--- src/rtl/daac_pkg.sv ---
// constants and types shared by the decimal adjust and add-with-carry slice
package daac_pkg;

  typedef enum logic [2:0] {
    OP_ADD_ADJ,
    OP_SUB_ADJ,
    OP_DIV_PREP,
    OP_MUL_ADJ,
    OP_ADC
  } daac_op_t;

  localparam logic [3:0] NIBBLE_MAX  = 4'h9;
  localparam logic [7:0] ADJ_SIX     = 8'h06;
  localparam logic [7:0] DEC_BASE    = 8'h0A;
  localparam logic [7:0] LOW_MASK    = 8'h0F;
  localparam logic [7:0] BYTE_ONE    = 8'h01;
  localparam int         BYTE_MSB    = 7;
  localparam int         WORD_MSB    = 15;
  localparam int         NIB_MSB     = 3;

  // result bytes and flags after reset
  localparam logic [7:0]  RST_BYTE   = 8'h00;
  localparam logic [15:0] RST_WORD   = 16'h0000;
  localparam logic        RST_FLAG   = 1'b0;

endpackage

--- src/rtl/daac_alu.sv ---
// decimal adjust and add-with-carry arithmetic slice, one cycle latency
//
// Operation
// [RQ1] add adjust: low nibble above 9 or aux set adds 6, bumps high, sets flags
// [RQ2] sub adjust: low nibble above 9 or aux set subtracts 6, drops high, sets flags
// [RQ3] both add and sub adjust finish by masking low byte with 0FH
// [RQ4] add or sub adjust without condition keeps high byte, clears aux and carry
// [RQ5] add and sub adjust may leave overflow, parity, sign, zero undefined
// [RQ6] div prep: low becomes high times ten plus low, high cleared, PSZ updated
// [RQ7] mul adjust: high gets low div ten, low gets low mod ten, PSZ updated
// [RQ8] software clears high before div prep and uses single-digit multiply operands
// [RQ9] add-with-carry sums dest, src and incoming carry, byte or word size
// [RQ10] add-with-carry updates aux, carry, overflow, sign, zero, parity
// [RQ11] add-with-carry carry out chains into the next add-with-carry
// [RQ12] all operations keep direction, interrupt enable and single step
// [RQ13] parity set when low eight result bits hold an even count of ones
// [RQ14] aux set on carry out of or borrow into the low four bits
// [RQ15] carry set on carry or borrow out of the top result bit
// [RQ16] overflow on signed misfit; sign is top bit; zero on zero result
`timescale 1ns/1ps
`default_nettype none

module daac_alu
  import daac_pkg::*;
(
  input  wire logic        sys_clk_i,
  input  wire logic        srst_i,
  input  wire logic        op_valid_i,
  input  wire daac_op_t    op_code_i,
  input  wire logic        op_word_i,
  input  wire logic [7:0]  low_byte_i,
  input  wire logic [7:0]  high_byte_i,
  input  wire logic [15:0] dest_i,
  input  wire logic [15:0] src_i,
  input  wire logic        carry_flag_i,
  input  wire logic        aux_carry_flag_i,
  input  wire logic        overflow_flag_i,
  input  wire logic        parity_flag_i,
  input  wire logic        sign_flag_i,
  input  wire logic        zero_flag_i,
  input  wire logic        direction_flag_i,
  input  wire logic        interrupt_enable_flag_i,
  input  wire logic        single_step_flag_i,
  output logic             done_o,
  output logic [7:0]       low_byte_o,
  output logic [7:0]       high_byte_o,
  output logic [15:0]      result_o,
  output logic             carry_flag_o,
  output logic             aux_carry_flag_o,
  output logic             overflow_flag_o,
  output logic             parity_flag_o,
  output logic             sign_flag_o,
  output logic             zero_flag_o,
  output logic             direction_flag_o,
  output logic             interrupt_enable_flag_o,
  output logic             single_step_flag_o
);

  function automatic logic even_ones(input logic [7:0] v);
    return ~^v;
  endfunction

  logic        done_ff,  nxt_done;
  logic [7:0]  low_ff,   nxt_low;
  logic [7:0]  high_ff,  nxt_high;
  logic [15:0] res_ff,   nxt_res;
  logic        cf_ff,    nxt_cf;
  logic        af_ff,    nxt_af;
  logic        of_ff,    nxt_of;
  logic        pf_ff,    nxt_pf;
  logic        sf_ff,    nxt_sf;
  logic        zf_ff,    nxt_zf;
  logic        df_ff,    nxt_df;
  logic        if_ff,    nxt_if;
  logic        tf_ff,    nxt_tf;

  logic        adj_cond;
  logic        op_legal;
  logic [15:0] prod;
  logic [4:0]  nib_sum;
  logic [8:0]  sum_b;
  logic [16:0] sum_w;
  logic [15:0] adc_res;
  logic        adc_msb;

  always_comb begin
    adj_cond = (low_byte_i[NIB_MSB:0] > NIBBLE_MAX) || aux_carry_flag_i;
    // unknown codes must not touch the held results or flags
    op_legal = op_code_i inside {OP_ADD_ADJ, OP_SUB_ADJ, OP_DIV_PREP,
                                 OP_MUL_ADJ, OP_ADC};
    prod     = high_byte_i * DEC_BASE;
    nib_sum  = {1'b0, dest_i[NIB_MSB:0]} + {1'b0, src_i[NIB_MSB:0]}
             + {4'h0, carry_flag_i};                                 // [RQ14]
    sum_b    = {1'b0, dest_i[BYTE_MSB:0]} + {1'b0, src_i[BYTE_MSB:0]}
             + {8'h00, carry_flag_i};                                // [RQ9]
    sum_w    = {1'b0, dest_i} + {1'b0, src_i}
             + {16'h0000, carry_flag_i};                             // [RQ9]
    adc_res  = op_word_i ? sum_w[WORD_MSB:0]
                         : {dest_i[WORD_MSB:8], sum_b[BYTE_MSB:0]};
    adc_msb  = op_word_i ? sum_w[WORD_MSB] : sum_b[BYTE_MSB];

    // registers other than done hold between operations; done clears
    nxt_done = 1'b0;
    nxt_low  = low_ff;
    nxt_high = high_ff;
    nxt_res  = res_ff;
    nxt_cf   = cf_ff;
    nxt_af   = af_ff;
    nxt_of   = of_ff;
    nxt_pf   = pf_ff;
    nxt_sf   = sf_ff;
    nxt_zf   = zf_ff;
    nxt_df   = df_ff;
    nxt_if   = if_ff;
    nxt_tf   = tf_ff;

    if (op_valid_i && op_legal) begin
      nxt_done = 1'b1;
      // undefined flags simply pass the incoming value through
      nxt_low  = low_byte_i;
      nxt_high = high_byte_i;
      nxt_cf   = carry_flag_i;
      nxt_af   = aux_carry_flag_i;
      nxt_of   = overflow_flag_i;                                    // [RQ5]
      nxt_pf   = parity_flag_i;
      nxt_sf   = sign_flag_i;
      nxt_zf   = zero_flag_i;
      nxt_df   = direction_flag_i;                                   // [RQ12]
      nxt_if   = interrupt_enable_flag_i;                            // [RQ12]
      nxt_tf   = single_step_flag_i;                                 // [RQ12]
      unique case (op_code_i)
        OP_ADD_ADJ: begin
          if (adj_cond) begin
            nxt_low  = (low_byte_i + ADJ_SIX) & LOW_MASK;            // [RQ1] [RQ3]
            nxt_high = high_byte_i + BYTE_ONE;                       // [RQ1]
          end else begin
            nxt_low  = low_byte_i & LOW_MASK;                        // [RQ3]
          end
          nxt_af = adj_cond;                                         // [RQ1] [RQ4]
          nxt_cf = adj_cond;                                         // [RQ1] [RQ4]
        end
        OP_SUB_ADJ: begin
          if (adj_cond) begin
            nxt_low  = (low_byte_i - ADJ_SIX) & LOW_MASK;            // [RQ2] [RQ3]
            nxt_high = high_byte_i - BYTE_ONE;                       // [RQ2]
          end else begin
            nxt_low  = low_byte_i & LOW_MASK;                        // [RQ3]
          end
          nxt_af = adj_cond;                                         // [RQ2] [RQ4]
          nxt_cf = adj_cond;                                         // [RQ2] [RQ4]
        end
        OP_DIV_PREP: begin
          // a high byte times ten plus low above 255 wraps modulo 256; software keeps it small
          nxt_low  = prod[7:0] + low_byte_i;                         // [RQ6] [RQ8]
          nxt_high = RST_BYTE;                                       // [RQ6]
          nxt_pf   = even_ones(nxt_low);                             // [RQ13]
          nxt_sf   = nxt_low[BYTE_MSB];                              // [RQ16]
          nxt_zf   = (nxt_low == RST_BYTE);                          // [RQ16]
        end
        OP_MUL_ADJ: begin
          nxt_high = low_byte_i / DEC_BASE;                          // [RQ7]
          nxt_low  = low_byte_i % DEC_BASE;                          // [RQ7]
          nxt_pf   = even_ones(nxt_low);                             // [RQ13]
          nxt_sf   = nxt_low[BYTE_MSB];                              // [RQ16]
          nxt_zf   = (nxt_low == RST_BYTE);                          // [RQ16]
        end
        OP_ADC: begin
          nxt_res = adc_res;                                         // [RQ9]
          nxt_af  = nib_sum[4];                                      // [RQ10] [RQ14]
          nxt_cf  = op_word_i ? sum_w[16] : sum_b[8];                // [RQ11] [RQ15]
          nxt_of  = op_word_i
                  ? (dest_i[WORD_MSB] == src_i[WORD_MSB]) &&
                    (adc_msb != dest_i[WORD_MSB])
                  : (dest_i[BYTE_MSB] == src_i[BYTE_MSB]) &&
                    (adc_msb != dest_i[BYTE_MSB]);                   // [RQ16]
          nxt_pf  = even_ones(adc_res[7:0]);                         // [RQ13]
          nxt_sf  = adc_msb;                                         // [RQ16]
          nxt_zf  = op_word_i ? (adc_res == RST_WORD)
                              : (adc_res[7:0] == RST_BYTE);          // [RQ16]
        end
        default: nxt_done = 1'b0;
      endcase
      if (op_code_i != OP_ADC) begin
        nxt_res = {nxt_high, nxt_low};
      end
    end
  end

  always_ff @(posedge sys_clk_i) begin
    if (srst_i) begin
      done_ff <= 1'b0;
      low_ff  <= RST_BYTE;
      high_ff <= RST_BYTE;
      res_ff  <= RST_WORD;
      cf_ff   <= RST_FLAG;
      af_ff   <= RST_FLAG;
      of_ff   <= RST_FLAG;
      pf_ff   <= RST_FLAG;
      sf_ff   <= RST_FLAG;
      zf_ff   <= RST_FLAG;
      df_ff   <= RST_FLAG;
      if_ff   <= RST_FLAG;
      tf_ff   <= RST_FLAG;
    end else begin
      done_ff <= nxt_done;
      low_ff  <= nxt_low;
      high_ff <= nxt_high;
      res_ff  <= nxt_res;
      cf_ff   <= nxt_cf;
      af_ff   <= nxt_af;
      of_ff   <= nxt_of;
      pf_ff   <= nxt_pf;
      sf_ff   <= nxt_sf;
      zf_ff   <= nxt_zf;
      df_ff   <= nxt_df;
      if_ff   <= nxt_if;
      tf_ff   <= nxt_tf;
    end
  end

  assign done_o                  = done_ff;
  assign low_byte_o              = low_ff;
  assign high_byte_o             = high_ff;
  assign result_o                = res_ff;
  assign carry_flag_o            = cf_ff;
  assign aux_carry_flag_o        = af_ff;
  assign overflow_flag_o         = of_ff;
  assign parity_flag_o           = pf_ff;
  assign sign_flag_o             = sf_ff;
  assign zero_flag_o             = zf_ff;
  assign direction_flag_o        = df_ff;
  assign interrupt_enable_flag_o = if_ff;
  assign single_step_flag_o      = tf_ff;
endmodule

`default_nettype wire

--- config.mk ---
export PLATFORM = sky130hd
export DESIGN_NAME = daac_alu
export DESIGN_NICKNAME = d
export VERILOG_FILES = /design/src/rtl/daac_pkg.sv /design/src/rtl/daac_alu.sv
export SDC_FILE = /design/constraint.sdc
export NUM_CORES = 1
export LEC_CHECK = 0
export ABC_AREA = 1
export BUFFER_PORTS_ARGS = -buffer_cell sky130_fd_sc_hd__buf_2
export CAP_MARGIN = 20
export CORE_MARGIN = 2
export CORE_UTILIZATION = 50
export CTS_CLUSTER_DIAMETER = 30
export DETAILED_ROUTE_END_ITERATION = 6
export PLACE_DENSITY = 0.89
export SYNTH_ARGS = -nofsm -noshare
export SYNTH_HDL_FRONTEND = slang
export SYNTH_SLANG_ARGS = --single-unit
export TNS_END_PERCENT = 20
--- constraint.sdc ---
create_clock -name sys_clk_i -period 3.2 [get_ports sys_clk_i]
set_clock_uncertainty 0.05 [all_clocks]
set_input_delay 0.64 -clock sys_clk_i [delete_from_list [all_inputs] [get_ports sys_clk_i]]
set_output_delay 0.64 -clock sys_clk_i [all_outputs]
set_load 0.05 [all_outputs]
# Yosys cells after proc, flatten, opt, wreduce, memory -nomap -nowiden
# Cells that the tools add are included.
# op_classes
n_div	2
shift	0
mul	1
reduce_logical	18
n_eq_ne	9
bitwise	1
n_mux	20
magnitude_cmp	1
addsub	11
# op_table
cell	n
case mux 8 bit (4 select lines)	2
two-way mux 16 bit	3
logical NOT 8 bit	3
XNOR reduction 8 bit	3
adder 16 x 16 -> 17 bit	1
adder 17 x 1 -> 17 bit	1
logical NOT 16 bit	1
two-way mux 8 bit	2
adder 8 x 8 -> 9 bit	1
adder 9 x 1 -> 9 bit	1
case mux 1 bit (3 select lines)	3
adder 8 x 1 -> 8 bit, second input constant	1
adder 8 bit	1
divider 8 x 4 -> 8 bit, second input constant	1
remainder unit 8 x 4 -> 8 bit, second input constant	1
multiplier 8 x 3 -> 7 bit, second input constant	1
two-way mux 4 bit	2
subtractor 8 x 1 -> 8 bit, second input constant	1
equality test 3 x 2 -> 1 bit, second input constant	2
two-way mux 1 bit	6
adder 4 x 4 -> 5 bit	1
adder 5 x 1 -> 5 bit	1
nonzero test 5 bit	1
OR reduction 5 bit	1
other kinds (16)	22
# totals
reg_bits	42
latchBits	0
out_inout_bits	42
rom_bits	0
n_memories	0
word_cells	76
ramBits	0

# Longest topological paths before layout
# depth
ltp_word	7
mapped_depth	30

# Least setup slack after synthesis
# No wires, ideal clock.
# synth_path
path_type	in2reg
start	input high_byte_i[1]
end	register pf_ff (netlist: parity_flag_o)
t_arrival_ns	3.226
path_buffers	0
path_stages	15
path_slack_ns	-0.157
path_cell_list	ha_1 > ha_1 > fa_1 > ha_1 > inv_1 > or2_2 > nand2_1 > a21oi_1 > xor2_1 > ha_1 > xnor2_1 > inv_1 > a21oi_1 > o21ai_0 > a41oi_1
# synth_between
elab_chain_len	4
# synth_lines
element	line_no	rtl
start, declared	daac_alu.sv:32	input wire logic [7:0] high_byte_i,
multiplier 8 x 3 -> 7 bit	daac_alu.sv:91	prod = high_byte_i * DEC_BASE;
adder 8 bit	daac_alu.sv:154	nxt_low = prod[7:0] + low_byte_i;
XNOR reduction 8 bit	daac_alu.sv:60	return ~^v;
case mux 1 bit (3 select lines)	daac_alu.sv:131	unique case (op_code_i)
end signal, assigned	daac_alu.sv:212	pf_ff <= nxt_pf;
end, declared	daac_alu.sv:70	logic pf_ff, nxt_pf;
# No other way between the ends.
# A chain may end at the register's enable or synchronous reset.

# Worst setup path after layout
# layout_path
start	input low_byte_i[5]
end	register pf_ff (netlist: parity_flag_o)
# layout_between
elab_chain_len	3
elab_cells_between_ends	5
# layout_lines
element	line_no	rtl
start, declared	daac_alu.sv:31	input wire logic [7:0] low_byte_i,
remainder unit 8 x 4 -> 8 bit / adder 8 bit (equally long branches)	daac_alu.sv:162, daac_alu.sv:154	
XNOR reduction 8 bit	daac_alu.sv:60	
case mux 1 bit (3 select lines) (*)	daac_alu.sv:131	
# Mark *: on every way between the ends. The rest lies on a longest branch, timed or not.

==> reports/metrics.csv <==
metric,value,unit
crit_type,input port to flip-flop,
setup_ws,-0.0795,ns
cts_root_buf,clkbuf_8,
htreeDepth,2,
dp_hpwl,10.6,mm
crit_path_end,parity_flag_o$_SDFFE_PP0P_,
die_area,0.0100,mm²
design_area,0.00614,mm²
post_dp_cell_area,0.00568,mm²
worstSetupStartpoint,low_byte_i[5],
rsz0062_at_grt,yes,
ys_seq_area_share,18.2,%
total_power,0.00235,W
reg2reg_to,low_byte_o[3]$_SDFFE_PP0P_,
core,0.00911,mm²
area_delta_synth_final,33.0,%
critPathCaptureType,flip-flop,
ir_worst_vdd,0.000164,V
critPathMaxFanout,5,
drv_cap,0,
final_common_cell,nand2_1,
clkTransAtPathRegs,0.08,ns
initial_core_util,50.7,%
hp-class,flip-flop to flip-flop,
fin_crit,3.28,ns
tritoncts,built,
synth_edf_count,0,
yosysTopAreaCellShare,18.2,%
synth_cell_types,48,
gp_congestion,1.01,
finalHoldViolations,0,
r2r-start,low_byte_o[3]$_SDFFE_PP0P_,
antenna_found_initial,0,
p_leak,3.18,nW
cp.arrival,3.45,ns
cts_buffers,5,
critical-path-slowest-cell,ha_2,
max_freq,305,MHz
first_global_vias,4987,
synthMuxAreaShare,0.433,%
via_per_inst,5.65,
critPathLaunchType,input port,
r2r_slack,2.30,ns
worstRegToRegCells,2,
grt_usage,26.6,%
drcViolationCount,0,
max_slew_margin,64.1,%
antenna_cells,0,
grt_max_degree,37,
synthAdderAreaFrac,13.9,%
synth_flop_cell,dfxtp_1,
status,"finished, violations left",
synth_top_family_by_area,simple AND/OR/NAND/NOR gates,
grt_overflow_total,0,
routed_wl,14.6,mm
tns,-0.156,ns
synthTopCellsByArea,"dfxtp_1, nand2_1, ha_1",
synth-simple-area-share,32.6,%
synth_nets,823,
drt_pass1_iterations,6,
layout.nets,982,
syn_inst,710,
portBuffers,105,
max_stage_delay,0.30,ns
synth-seq-cells,42,
yosys_warnings,0,
drt-initial-drc-count,520,
holdWs,0.412,ns
worstMarginPinSlew,0.538,ns
cts_hold_buffers,0,
async_flop_share,0,%
clock_latency,0.28,ns
drive_gt1_share,31.9,%
setup_viol,2,
syn_area_per_cell,6.50,µm²
synth_top_cell_by_area,dfxtp_1,
cts_buffer_depth,2,
cp_data_required_time,3.37,ns
crit_top_cell,nand2_2,
ant_nets,0,
num_vias,5535,
min_period_over_period,102,%
rows,35,
die_y,100,µm
slew_violations,0,
synth_compound_area_share,19.1,%
routedWlPerCell,14.9,µm
die_w,100,µm
syn_area,0.00462,mm²
io_pins,106,
synth-xor-area-share,5.69,%
final_cell_mix,"nand2_1, buf_2, inv_1",
power_density,382,mW/mm²
grt_pass1_wl,22.0,mm
largest_reg_flops,16,
cts_sinks,42,
violations,negative setup slack,
-- through the flow --
| stage | instances | util [%] | worst slack [ns] |
|---|---|---|---|
| floorplan | 710 | - | -0.0453 |
| global placement | 964 | 62.4 | -0.262 |
| detailed placement | 964 | 62.4 | -0.369 |
| CTS | 976 | 64.4 | -0.0226 |
| global route | 979 | 67.4 | -0.232 |
| finish | 979 | 67.4 | -0.0795 |
-- layout make-up --
class / instances / area [µm²]
clock buffer: 6 / 82.6
fill: 713 / 2970
inverter: 98 / 375
multi-input combinational: 547 / 3610
sequential: 42 / 841
tap: 111 / 139
timing repair buffer: 175 / 1090
-- Yosys cell counts (3+ instances only) --
library cell  instances
nand4_1              12
inv_1                88
nand3_1              46
clkbuf_1             18
nor2_4                3
o211ai_1             16
dfxtp_1              42
nand2_4               7
inv_2                 8
fa_1                  4
nand3b_1              3
a21oi_2               4
nand2_1             157
nor2_2                3
xnor2_1              10
ha_1                 45
nor2_1               45
xor2_1               20
nand3_2               6
nand2_2              12
buf_1                 3
nor3_1                7
or2_2                 7
o21ai_0              51
a21oi_1              61
-- per-layer routing --
layer  wire, µm  track usage (%)  up-vias
li1           -                -     2664
met1       5670             33.2     2480
met2       6840             44.9      322
met3       1440             5.08       69
met4        676             11.6        0
met5          0                0        -
-- critical path, delay by kind of cell --
kind | cells | cell delay [ns]
and+or+nand+nor | 17 | 1.57
AOI/OAI and AO/OA | 3 | 0.40
buffers and inverters | 4 | 0.37
adders and majority gates | 1 | 0.30
xor gates and xnor gates | 1 | 0.15
-- report_power, final --
part	total [W]	switching (W)	internal [W]
Combinational	0.00143	0.000860	0.000570
Sequential	0.000582	0.0000213	0.000561
Clock	0.000334	0.000167	0.000166
-- repair_timing --
item | 4_1_cts | 5_1_grt
setup buffers | 6 | 3
setup endpoints to repair | 2 | 4
pin swaps | 23 | 35
resized for setup | 15 | 55
-- worst min path at each step --
| stage | startpoint | end | slack, ns | cells after the start |
|---|---|---|---|---|
| floorplan | overflow_flag_o$_SDFFE_PP0P_ | overflow_flag_o$_SDFFE_PP0P_ | 0.64 | 2 |
| global placement | result_o[12]$_SDFFE_PP0P_ | result_o[12]$_SDFFE_PP0P_ | 0.40 | 2 |
| detailed placement | zero_flag_o$_SDFFE_PP0P_ | zero_flag_o$_SDFFE_PP0P_ | 0.40 | 2 |
| CTS | zero_flag_o$_SDFFE_PP0P_ | zero_flag_o$_SDFFE_PP0P_ | 0.41 | 2 |
| global route | zero_flag_o$_SDFFE_PP0P_ | zero_flag_o$_SDFFE_PP0P_ | 0.44 | 2 |
| finish | zero_flag_o$_SDFFE_PP0P_ | zero_flag_o$_SDFFE_PP0P_ | 0.41 | 2 |
-- logic make-up after synthesis --
family | after synthesis
compound gates | 151
mux | 2
simple gates | 314
buf+inv | 121
fa+ha+maj | 49
other cells | 1
xor+xnor | 30
flops | 42
Power figures use the tool's default switching activity.
